### config.mk
export PLATFORM = sky130hd
export DESIGN_NAME = seven_segment_display_scanner
export DESIGN_NICKNAME = d
export VERILOG_FILES = /design/src/scanner_pkg.sv /design/src/seven_segment_display_scanner.sv /design/src/message_buffer.sv
export SDC_FILE = /design/constraint.sdc
export NUM_CORES = 1
export LEC_CHECK = 0
export BUFFER_PORTS_ARGS = -buffer_cell sky130_fd_sc_hd__buf_4
export CELL_PAD_IN_SITES_DETAIL_PLACEMENT = 2
export CELL_PAD_IN_SITES_GLOBAL_PLACEMENT = 2
export CORE_MARGIN = 2
export CORE_UTILIZATION = 37
export CTS_CLUSTER_SIZE = 20
export DETAILED_ROUTE_END_ITERATION = 8
export PLACE_DENSITY = 0.79
export SLEW_MARGIN = 20
export SYNTH_ARGS = -nofsm -noshare
export SYNTH_HDL_FRONTEND = slang
export SYNTH_SLANG_ARGS = --single-unit
### constraint.sdc
create_clock -name clock -period 2.3 [get_ports clock]
set_clock_uncertainty 0.15 [all_clocks]
set_input_delay 0.345 -clock clock [delete_from_list [all_inputs] [get_ports clock]]
set_output_delay 0.345 -clock clock [all_outputs]
set_load 0.01 [all_outputs]
### src/scanner_pkg.sv
// shared constants, types and encoders for the seven-segment display scanner
package scanner_pkg;

  // ----------------------------------------------------------------
  // timing
  // ----------------------------------------------------------------
  localparam int CLOCK_HZ          = 40_000_000;
  localparam int SERIAL_BPS        = 9_000_000;
  // least bit time rounds up: 5 cycles, so the link runs at 8 Mbps
  localparam int BIT_CYCLES        = (CLOCK_HZ + SERIAL_BPS - 1) / SERIAL_BPS;
  localparam int CLK_LOW_CYCLES    = BIT_CYCLES - BIT_CYCLES / 2;
  localparam int TICKS_PER_SECOND  = 4096;
  localparam int SHOW_SECONDS      = 4;
  localparam int SHOW_TICKS        = TICKS_PER_SECOND * SHOW_SECONDS;
  localparam int LATCH_HIGH_CYCLES = 2;

  // ----------------------------------------------------------------
  // message layout
  // ----------------------------------------------------------------
  localparam int DIGITS   = 4;
  localparam int PARAMS   = 9;
  localparam int MSG_BITS = 16;
  localparam int DP_BIT   = 0;

  localparam logic [7:0] POS_DIGIT1 = 8'h80;
  localparam logic [7:0] POS_DIGIT2 = 8'h40;
  localparam logic [7:0] POS_DIGIT3 = 8'h20;
  localparam logic [7:0] POS_DIGIT4 = 8'h10;

  localparam logic [7:0] SEG_0     = 8'hFC;
  localparam logic [7:0] SEG_1     = 8'h60;
  localparam logic [7:0] SEG_2     = 8'hDA;
  localparam logic [7:0] SEG_3     = 8'hF2;
  localparam logic [7:0] SEG_4     = 8'h66;
  localparam logic [7:0] SEG_5     = 8'hB6;
  localparam logic [7:0] SEG_6     = 8'hBE;
  localparam logic [7:0] SEG_7     = 8'hE0;
  localparam logic [7:0] SEG_8     = 8'hFE;
  localparam logic [7:0] SEG_9     = 8'hF6;
  localparam logic [7:0] SEG_BLANK = 8'h00;

  localparam logic [2:0] IND_FIRST = 3'b001;

  // position byte goes out first, segment byte second
  typedef struct packed {
    logic [7:0] position;
    logic [7:0] segments;
  } message_type;

  // bcd[0] and dot[0] belong to the leftmost digit
  typedef struct packed {
    logic [3:0][3:0] bcd;
    logic [3:0]      dot;
  } reading_type;

  function automatic logic [7:0] position_code(input logic [1:0] idx);
    case (idx)
      2'd0:    position_code = POS_DIGIT1;
      2'd1:    position_code = POS_DIGIT2;
      2'd2:    position_code = POS_DIGIT3;
      default: position_code = POS_DIGIT4;
    endcase
  endfunction

  // set bit lights a segment: bit 7 is A down to bit 1 as G, bit 0 the point
  function automatic logic [7:0] seg_pattern(input logic [3:0] bcd, input logic dot);
    logic [7:0] p;
    case (bcd)
      4'h0:    p = SEG_0;
      4'h1:    p = SEG_1;
      4'h2:    p = SEG_2;
      4'h3:    p = SEG_3;
      4'h4:    p = SEG_4;
      4'h5:    p = SEG_5;
      4'h6:    p = SEG_6;
      4'h7:    p = SEG_7;
      4'h8:    p = SEG_8;
      4'h9:    p = SEG_9;
      default: p = SEG_BLANK;
    endcase
    p[DP_BIT] = p[DP_BIT] | dot;
    return p;
  endfunction

endpackage

### src/seven_segment_display_scanner.sv
// top: multiplexed four-digit display scanner feeding two cascaded sink drivers
`timescale 1ns/1ps
module seven_segment_display_scanner
  import scanner_pkg::*;
#(
  parameter int SHOW_TICK_COUNT = SHOW_TICKS
) (
  input  wire logic        clock,
  input  wire logic        rst_n,
  input  wire logic        sample_tick,
  input  wire reading_type reading,
  input  wire logic        driver_serial_out,
  output logic [3:0]       param_index,
  output logic [2:0]       quantity_ind,
  output logic [2:0]       phase_ind,
  output logic             serial_clock,
  output logic             driver_serial_in,
  output logic             segment_latch_strobe,
  output logic             segment_output_enable_n,
  output logic             chain_mismatch
);

  if (SHOW_TICK_COUNT < 1) begin : g_bad_show
    $error("SHOW_TICK_COUNT must be at least 1");
  end

  localparam int SW = $clog2(SHOW_TICK_COUNT + 1);
  localparam int CW = $clog2(BIT_CYCLES + LATCH_HIGH_CYCLES);
  localparam int BW = $clog2(MSG_BITS + 1);

  typedef enum logic [2:0] {
    S_IDLE     = 3'b000,
    S_SHIFT    = 3'b001,
    S_LATCH_HI = 3'b010,
    S_LATCH_LO = 3'b011,
    S_ENABLE   = 3'b100
  } scan_state_type;

  // ----------------------------------------------------------------
  // parameter rotation
  // ----------------------------------------------------------------
  logic [SW-1:0] show_count_ff;
  logic [3:0]    param_ff;
  logic [2:0]    quantity_ff;
  logic [2:0]    phase_ff;

  wire show_wrap = sample_tick && (show_count_ff == SW'(SHOW_TICK_COUNT - 1));
  wire [3:0] nxt_param = (param_ff == 4'(PARAMS - 1)) ? 4'h0 : param_ff + 4'h1;
  // voltage 0..2, current 3..5, power factor 6..8, each R, Y, B
  wire [1:0] quantity_sel = (param_ff < 4'h3) ? 2'd0 : (param_ff < 4'h6) ? 2'd1 : 2'd2;
  wire [3:0] phase_sel    = param_ff - {quantity_sel, 1'b0} - {2'b00, quantity_sel};

  always_ff @(posedge clock or negedge rst_n) begin
    if (!rst_n) begin
      show_count_ff <= '0;
      param_ff      <= '0;
      quantity_ff   <= IND_FIRST;
      phase_ff      <= IND_FIRST;
    end else begin
      if (sample_tick) show_count_ff <= show_wrap ? '0 : show_count_ff + 1'b1;
      if (show_wrap) param_ff <= nxt_param;
      quantity_ff <= 3'(3'b001 << quantity_sel);
      phase_ff    <= 3'(3'b001 << phase_sel[1:0]);
    end
  end

  // ----------------------------------------------------------------
  // message source, one digit per sampling tick
  // ----------------------------------------------------------------
  logic [1:0]  digit_ff;
  logic        src_valid_ff;
  message_type src_msg_ff;
  logic        src_ready;

  // position code selects the digit from the left, pattern is the digit's value
  wire message_type nxt_msg = '{position: position_code(digit_ff),
                                segments: seg_pattern(reading.bcd[digit_ff],
                                                      reading.dot[digit_ff])};
  // a tick that finds the source still stalled is skipped, not queued
  wire take_tick = sample_tick && !src_valid_ff;

  always_ff @(posedge clock or negedge rst_n) begin
    if (!rst_n) begin
      digit_ff     <= '0;
      src_valid_ff <= 1'b0;
      src_msg_ff   <= '0;
    end else begin
      if (take_tick) begin
        src_msg_ff   <= nxt_msg;
        src_valid_ff <= 1'b1;
        digit_ff     <= digit_ff + 2'd1;
      end else if (src_ready) begin
        src_valid_ff <= 1'b0;
      end
    end
  end

  // ----------------------------------------------------------------
  // buffer between source and serializer
  // ----------------------------------------------------------------
  logic            buf_valid;
  logic            buf_ready;
  logic [MSG_BITS-1:0] buf_data;

  message_buffer #(
    .WIDTH (MSG_BITS),
    .DEPTH (2)
  ) message_buffer_i (
    .clock     (clock),
    .rst_n     (rst_n),
    .in_valid  (src_valid_ff),
    .in_ready  (src_ready),
    .in_data   (src_msg_ff),
    .out_valid (buf_valid),
    .out_ready (buf_ready),
    .out_data  (buf_data)
  );

  // ----------------------------------------------------------------
  // serializer and strobes
  // ----------------------------------------------------------------
  scan_state_type      state_ff;
  scan_state_type      nxt_state;
  logic [CW-1:0]       cyc_ff;
  logic [BW-1:0]       bit_cnt_ff;
  logic [MSG_BITS-1:0] shift_ff;
  logic                sclk_ff;
  logic                latch_ff;
  logic                oe_n_ff;
  logic                sdo_meta_ff;
  logic                sdo_sync_ff;
  logic [MSG_BITS-1:0] readback_ff;
  logic [MSG_BITS-1:0] prev_msg_ff;
  logic [MSG_BITS-1:0] cur_msg_ff;
  logic                prev_valid_ff;
  logic                mismatch_ff;

  wire in_shift = (state_ff == S_SHIFT);
  wire bit_end  = in_shift && (cyc_ff == CW'(BIT_CYCLES - 1));
  wire last_bit = bit_end && (bit_cnt_ff == BW'(MSG_BITS - 1));
  wire latch_end = (state_ff == S_LATCH_HI) && (cyc_ff == CW'(LATCH_HIGH_CYCLES - 1));
  assign buf_ready = (state_ff == S_IDLE);

  // one frame: sixteen bits, a two-cycle latch pulse, then the enable
  always_comb begin
    nxt_state = state_ff;
    case (state_ff)
      S_IDLE:     if (buf_valid) nxt_state = S_SHIFT;
      S_SHIFT:    if (last_bit) nxt_state = S_LATCH_HI;
      S_LATCH_HI: if (latch_end) nxt_state = S_LATCH_LO;
      S_LATCH_LO: nxt_state = S_ENABLE;
      S_ENABLE:   nxt_state = S_IDLE;
      default:    nxt_state = S_IDLE;
    endcase
  end

  always_ff @(posedge clock or negedge rst_n) begin
    if (!rst_n) begin
      state_ff   <= S_IDLE;
      cyc_ff     <= '0;
      bit_cnt_ff <= '0;
      shift_ff   <= '0;
    end else begin
      state_ff <= nxt_state;
      cyc_ff   <= (nxt_state != state_ff || bit_end) ? '0 : cyc_ff + 1'b1;
      if (state_ff == S_IDLE && buf_valid) begin
        shift_ff   <= buf_data;
        bit_cnt_ff <= '0;
      end else if (bit_end) begin
        shift_ff   <= {shift_ff[MSG_BITS-2:0], 1'b0};
        bit_cnt_ff <= bit_cnt_ff + 1'b1;
      end
    end
  end

  // clock low first half of each bit, data settled well before the rise
  always_ff @(posedge clock or negedge rst_n) begin
    if (!rst_n) begin
      sclk_ff  <= 1'b0;
      latch_ff <= 1'b0;
      oe_n_ff  <= 1'b1;
    end else begin
      sclk_ff  <= in_shift && (cyc_ff >= CW'(CLK_LOW_CYCLES));
      latch_ff <= (nxt_state == S_LATCH_HI);
      if (state_ff == S_LATCH_LO) oe_n_ff <= 1'b0;
    end
  end

  // ----------------------------------------------------------------
  // chain readback
  // ----------------------------------------------------------------
  // chain returns the previous frame; a differing readback flags a broken chain
  always_ff @(posedge clock or negedge rst_n) begin
    if (!rst_n) begin
      sdo_meta_ff   <= 1'b0;
      sdo_sync_ff   <= 1'b0;
      readback_ff   <= '0;
      prev_msg_ff   <= '0;
      cur_msg_ff    <= '0;
      prev_valid_ff <= 1'b0;
      mismatch_ff   <= 1'b0;
    end else begin
      sdo_meta_ff <= driver_serial_out;
      sdo_sync_ff <= sdo_meta_ff;
      if (bit_end) readback_ff <= {readback_ff[MSG_BITS-2:0], sdo_sync_ff};
      if (state_ff == S_LATCH_LO) begin
        mismatch_ff   <= prev_valid_ff && (readback_ff != prev_msg_ff);
        prev_msg_ff   <= cur_msg_ff;
        prev_valid_ff <= 1'b1;
      end
      if (state_ff == S_IDLE && buf_valid) cur_msg_ff <= buf_data;
    end
  end

  // ----------------------------------------------------------------
  // outputs
  // ----------------------------------------------------------------
  // five wires to the chain: clock, data toward it, data back from it, latch strobe, output enable
  assign serial_clock            = sclk_ff;
  assign driver_serial_in        = shift_ff[MSG_BITS-1];
  assign segment_latch_strobe    = latch_ff;
  assign segment_output_enable_n = oe_n_ff;
  assign chain_mismatch          = mismatch_ff;
  assign param_index             = param_ff;
  assign quantity_ind            = quantity_ff;
  assign phase_ind               = phase_ff;

  // ----------------------------------------------------------------
  // checks
  // ----------------------------------------------------------------
  logic [BW:0] rise_cnt_ff;
  always_ff @(posedge clock or negedge rst_n) begin
    if (!rst_n) rise_cnt_ff <= '0;
    else if (state_ff == S_ENABLE) rise_cnt_ff <= '0;
    else if (!sclk_ff && in_shift && cyc_ff >= CW'(CLK_LOW_CYCLES)) rise_cnt_ff <= rise_cnt_ff + 1'b1;
  end
endmodule // seven_segment_display_scanner

### src/message_buffer.sv
// small valid/ready buffer holding display messages ahead of the serializer
`timescale 1ns/1ps
module message_buffer
  import scanner_pkg::*;
#(
  parameter int WIDTH = MSG_BITS,
  parameter int DEPTH = 2
) (
  input  wire logic             clock,
  input  wire logic             rst_n,
  input  wire logic             in_valid,
  output logic                  in_ready,
  input  wire logic [WIDTH-1:0] in_data,
  output logic                  out_valid,
  input  wire logic             out_ready,
  output logic      [WIDTH-1:0] out_data
);

  localparam int PW = $clog2(DEPTH);

  if (DEPTH < 2 || (1 << PW) != DEPTH) begin : g_bad_depth
    $error("message_buffer depth must be a power of two, at least 2");
  end

  logic [WIDTH-1:0] store_ff [DEPTH];
  logic [PW-1:0]    wr_ptr_ff;
  logic [PW-1:0]    rd_ptr_ff;
  logic [PW:0]      count_ff;
  wire              push = in_valid && in_ready;
  wire              pop  = out_valid && out_ready;

  assign in_ready  = (count_ff != (PW+1)'(DEPTH));
  assign out_valid = (count_ff != '0);
  assign out_data  = store_ff[rd_ptr_ff];

  always_ff @(posedge clock or negedge rst_n) begin
    if (!rst_n) begin
      wr_ptr_ff <= '0;
      rd_ptr_ff <= '0;
      count_ff  <= '0;
    end else begin
      if (push) wr_ptr_ff <= wr_ptr_ff + 1'b1;
      if (pop) rd_ptr_ff <= rd_ptr_ff + 1'b1;
      count_ff <= count_ff + (PW+1)'(push) - (PW+1)'(pop);
    end
  end

  // payload needs no reset: it is only read while counted valid
  always_ff @(posedge clock) begin
    if (push) store_ff[wr_ptr_ff] <= in_data;
  end
endmodule // message_buffer

### Word level (Yosys, flattened, before mapping)

Memories as Yosys holds them, arrays and structs flattened. A register that Yosys moved wholly into a read port is not among the register bits.
Cells that the tools add are included.

* memories kept: 2
* memory bits (read-only): 112
* logic and storage cells: 98
* bits in writable memories: 32
* bits in registers: 130

* shift operators: 2
* mux-type cells: 22
* equality and inequality tests: 14
* add/sub/neg operators: 11
* magnitude comparators: 4
* reductions and logical operators: 17
* bitwise operators: 1

Memories
* (no name shown): depth 16, bits a word 7, read ports 1, clocked after Yosys merged registers in 1, wr ports 0, line scanner_pkg.sv:68 `case (bcd)`
* message_buffer_i.store_ff: depth 2, bits a word 16, read ports 1, clocked after Yosys merged registers in 0, wr ports 1, line message_buffer.sv:25 `logic [WIDTH-1:0] store_ff [DEPTH];`

Operator list (number)
* 16-bit 2-to-1 mux: 2
* 8-bit case mux with 3 select lines: 1
* 16-bit != test: 1
* 15-bit by 1-bit adder with 15-bit output (second input constant): 1
* 15-bit by 14-bit equality test with 1-bit output (second input constant): 1
* 15-bit 2-to-1 mux: 1
* 3-bit 2-to-1 mux: 4
* 3-bit case mux with 4 select lines: 1
* 5-bit 2-to-1 mux: 2
* 3-bit by 2-bit equality test with 1-bit output (second input constant): 3
* 1-bit logical AND: 9
* 4-bit binary-select mux with 2-bit select: 1
* 4-bit 2-to-1 mux: 2
* 3-bit by 1-bit equality test with 1-bit output (second input constant): 2
* 2-bit nonzero test: 3
* 1-bit by 2-bit left shift with 3-bit output (first input constant): 2
* 5-bit by 1-bit adder with 5-bit output (second input constant): 1
* 5-bit by 4-bit equality test with 1-bit output (second input constant): 1
* 1-bit 2-to-1 mux: 5
* 4-bit by 1-bit adder with 4-bit output (second input constant): 1
* 4-bit equality test (second input constant): 1
* 4-bit by 2-bit < comparator with 1-bit output (second input constant): 1
* 4-bit by 3-bit < comparator with 1-bit output (second input constant): 1
* 2-bit 2-to-1 mux: 2
* other kinds (19): 22

### Longest topological paths before layout

* word-level depth: 8
* depth in mapped cells: 11

### Modules after synthesis

A second synthesis with hierarchy kept.

* cells, all modules: 580
* area total of the unflattened synthesis: 7001.7 µm²

Modules (own cells, without submodules)
* seven_segment_display_scanner: cells each 508, instances 1, area each 5625.4 µm²
* message_buffer: cells each 72, instances 1, area each 1376.3 µm²

### Worst setup path after synthesis

Ideal clock, no wire load.

* path kind: reg-to-reg
* start point: register state_ff[1]
* end point: register message_buffer_i.count_ff[1]
* required time: 2.070 ns
* slack: -0.012 ns
* buffers on the path: 3
* arrival time: 2.082 ns
* library setup time: 0.080 ns
* stages on the path, launching flop included: 12
* cell sequence: dfrtp_1 > buf_6 > or3_1 > or2_1 > buf_6 > buf_6 > inv_1 > ha_1 > inv_1 > ha_1 > xnor2_1 > xnor2_1

* longest elaborated chain between the ends: 3

RTL lines
* from (decl): line seven_segment_display_scanner.sv:122 `scan_state_type state_ff;`
* from (signal assigned): line seven_segment_display_scanner.sv:164 `state_ff <= nxt_state;`
* 3-bit logical NOT: line seven_segment_display_scanner.sv:142 `assign buf_ready = (state_ff == S_IDLE);`
* 1-bit logical AND: line message_buffer.sv:30 `wire pop = out_valid && out_ready;`
* via message_buffer_i.pop: line message_buffer.sv:30
* 2-bit by 1-bit subtractor with 2-bit output: line message_buffer.sv:44 `count_ff <= count_ff + (PW+1)'(push) - (PW+1)'(pop);`
* to (signal assigned): line message_buffer.sv:44
* to (decl): line message_buffer.sv:28 `logic [PW:0] count_ff;`

The timed path passes the listed nets, and every way through them passes these cells.
A chain may end at the register's enable or synchronous reset.

### Worst setup path in the final report

* start point: register param_ff[0], in the netlist param_index[0]
* end point: register phase_ff[1], in the netlist phase_ind[1]

* longest elaborated chain between the ends: 6
* elaborated cells between the ends (all ways): 7

RTL lines
* from (decl): line seven_segment_display_scanner.sv:43 `logic [3:0] param_ff;`
* from (signal assigned): line seven_segment_display_scanner.sv:61 `if (show_wrap) param_ff <= nxt_param;`
* 4-bit by 3-bit < comparator with 1-bit output: line seven_segment_display_scanner.sv:50 `wire [1:0] quantity_sel = (param_ff < 4'h3) ? 2'd0 : (param_ff < 4'h6) ? 2'd1 : 2'd2;`
* 2-bit 2-to-1 mux (2 in series): line seven_segment_display_scanner.sv:50
* 2-bit subtractor: line seven_segment_display_scanner.sv:51 `wire [3:0] phase_sel = param_ff - {quantity_sel, 1'b0} - {2'b00, quantity_sel};`
* 2-bit subtractor *: line seven_segment_display_scanner.sv:51
* 1-bit by 2-bit left shift with 3-bit output *: line seven_segment_display_scanner.sv:63 `phase_ff <= 3'(3'b001 << phase_sel[1:0]);`
* to (signal assigned): line seven_segment_display_scanner.sv:63
* to (decl): line seven_segment_display_scanner.sv:45 `logic [2:0] phase_ff;`

Mark *: on every way between the ends. The rest lies on a longest branch, timed or not.

==> flow_metrics.env <==
export IMPL_path_max_fanout=4
export IMPL_drv_cap=0
export IMPL_ctsLongestPathBuffers=2
export IMPL_slew_violations=0
export IMPL_dp_hpwl_mm=10.6
export IMPL_multi_input_area_um2=2330
export IMPL_min_period_ns=2.20
export IMPL_yosysWarnings=0
export IMPL_power_density_nw_per_um2=1240
export IMPL_routed_wl_mm=15.4
export IMPL_rows=47
export IMPL_vias=4187
export IMPL_setup_ws_ns=0.0967
export IMPL_syn_inst=527
export IMPL_ys_seq_area_share_pct=59.2
export IMPL_ant_nets=0
export IMPL_diodes=0
export IMPL_initial_core_util_pct=37.7
export IMPL_vdd_drop_max_mv=0.482
export IMPL_grt_pass1_vias=4870
export IMPL_crit_start="param_index[0]"
export IMPL_drt_initial_drc_count=187
export IMPL_grt_max_degree=56
export IMPL_numPortBuffers=38
export IMPL_fp_dieArea_um2=17800
export IMPL_track_usage_pct=18.9
export IMPL_status="complete, no violations"
export IMPL_final_setup_tns_ns=0
export IMPL_seq_area_um2=3680
export IMPL_crit_required_ns=2.49
export IMPL_die_height_um=134
export IMPL_syn_area_per_cell_um2=11.8
export IMPL_synth_area_um2=6210
export IMPL_root_buffer="clkbuf_16"
export IMPL_viasPerCell=5.11
export IMPL_fmax_mhz=454
export IMPL_layout_commonest_cell="dfrtp_1"
export IMPL_cp_end_kind="flop"
export IMPL_drt_wirelength_per_cell_um=18.8
export IMPL_place_congestion=0.759
export IMPL_ys_flop_type="dfrtp_1"
export IMPL_synth_top_area_cell="dfrtp_1"
export IMPL_final_layout_size_suffix_gt1_share_pct=20.5
export IMPL_hold_class="input pin to flop"
export IMPL_leakagePower_nw=3.66
export IMPL_timing_slew_headroom_pct=29.8
export IMPL_period_share_pct=95.8
export IMPL_dp_slack_ns=0.0173
export IMPL_die_w_um=134
export IMPL_synth_edf_count=24
export IMPL_start_kind="flop"
export IMPL_yosysTopAreaCellShare_pct=46.3
export IMPL_r2r_slack_ns=0.1
export IMPL_cts_tree="built"
export IMPL_postSynth_asyncResetShare_pct=83.1
export IMPL_r2r_start="param_index[0]"
export IMPL_cts_sink_count=142
export IMPL_final_cell_mix="113 x dfrtp_1, 103 x nand2_1, 56 x buf_4"
export IMPL_worst_slew_pin_slew_ns=1.05
export IMPL_holdPathEnd="show_count_ff[1]"
export IMPL_fin_nets=635
export IMPL_reg2reg_to="phase_ind[1]"
export IMPL_overflow=0
export IMPL_clk_latency_ns=0.42
export IMPL_core_area_um2=16500
export IMPL_dr_pass1_iters=4
export IMPL_fillers=1670
export IMPL_synth_nets=576
export IMPL_synth_distinct_cells=52
export IMPL_grt_pass1_wl_mm=26.1
export IMPL_antenna_found_initial=0
export IMPL_cts_htree_levels=4
export IMPL_cts_buffers=17
export IMPL_hp_start="sample_tick"
export IMPL_io_pin_count=39
export IMPL_use_met1_pct=21.2
export IMPL_grt_met2_usage_pct=34.9
export IMPL_cp_data_arrival_time_ns=2.39
export IMPL_path_class="flop to flop"
export IMPL_ys_top_cells_by_area="dfrtp_1 46%, edfxtp_1 12%, nand2_1 6.2%"
export IMPL_path_clk_slew_ns=0.06
export IMPL_hold_viol=0
export IMPL_drc=0
export IMPL_gr_usage_met3_pct=3.23
export IMPL_r2r_cells=8
export IMPL_fin_util_pct=45.8
export IMPL_grt_busiest_layer="met2"
export IMPL_setup_viol=0
export IMPL_area_delta_synth_final_pct=21.4
export IMPL_synth_seq_cells=142
export IMPL_hold_path_depth=2
## area by class of cell
class,instances,area share [%]
multi-input cells,335,30.9
inverters,29,1.44
clock inverters,8,1.66
flip-flops and latches,142,48.8
repair buffers,61,6.64
well taps,220,3.65
clock buffers,24,6.94
## report_power, final
part / total, W / switching [W] / internal, W
clock: 0.00297 / 0.00105 / 0.00192
sequential: 0.00392 / 0.000543 / 0.00338
combinational: 0.00246 / 0.00134 / 0.00112
total: 0.00936 / 0.00294 / 0.00642
## worst max-delay path, cell delays in order (launching register included)
cell     delay (ns)
dfrtp_1        0.43
ha_1           0.27
o21ai_2        0.16
inv_1          0.07
ha_1           0.30
inv_1          0.05
ha_1           0.33
xor2_2         0.18
nor2b_1        0.18
## metrics by stage
stage / total power [W] / hold WS (ns) / area, µm² / instances
2_1_floorplan: 0.00550 / -0.101 / 6210 / 527
3_3_place_gp: 0.00610 / 0.146 / 6840 / 785
3_5_place_dp: 0.00643 / 0.152 / 6840 / 785
4_1_cts: 0.00949 / 0.0497 / 7520 / 819
5_1_grt: 0.00994 / 0.0823 / 7540 / 819
6_report: 0.00936 / 0.0644 / 7540 / 819
## timing repair
action / CTS / global route
setup buffers: 0 / 0
hold endpoints to repair: 25 / 0
pin swaps: 0 / 0
hold buffers: 2 / 0
resized for setup: 2 / 6
setup endpoints to repair: 2 / 4
## registers in the layout (all words and copies together) (netlist names), 3 cells and up
register                   count
readback_ff                   16
show_count_ff                 15
phase_ind                      3
message_buffer_i.store_ff     24
cur_msg_ff                    12
shift_ff                      16
state_ff                       3
param_index                    4
prev_msg_ff                   12
src_msg_ff                    12
cyc_ff                         3
bit_cnt_ff                     5
quantity_ind                   3
## layer usage
metal / share of wire [%] / up-vias
li1: - / 1917
met2: 55 / 62
met5: 0 / -
met1: 40 / 2181
met4: 2.7 / 0
met3: 2.0 / 27
## logic make-up after synthesis
family                     share of synthesized area (%)
and+or+nand+nor                                     14.2
DFF                                                 59.2
AOI/OAI and AO/OA                                   8.48
buffers and inverters                               3.77
xor gates and xnor gates                            4.23
adders and majority gates                           5.04
muxes                                               5.02
## synth_stat cells, drive strengths merged, types with 2 or more instances
cell type,number
a221o,16
or3,2
or2,2
inv,28
a22o,8
buf,13
o21ai,14
nor3,4
and3,5
nand3b,3
nand2,103
o31ai,2
dfstp,3
nor4,6
mux4,5
nand3,7
xnor2,21
nor2b,6
a21oi,6
dfrtp,115
mux2,7
edfxtp,24
clkbuf,8
ha,25
a21o,14
mux2i,12
a31oi,2
and2,4
nor2,34
xor2,9
nand4,6
## worst max path at each step
stage / cells after the start / slack [ns] / endpoint
after floorplan: 11 / 0.02 / message_buffer_i.count_ff[1]
after global placement: 5 / 0.16 / src_msg_ff[4]
after detailed placement: 8 / 0.02 / phase_ind[1]
after CTS: 8 / 0.002 / phase_ind[1]
after global routing: 8 / -0.01 / phase_ind[1]
final: 8 / 0.1 / phase_ind[1]
Power figures use the tool's default switching activity.
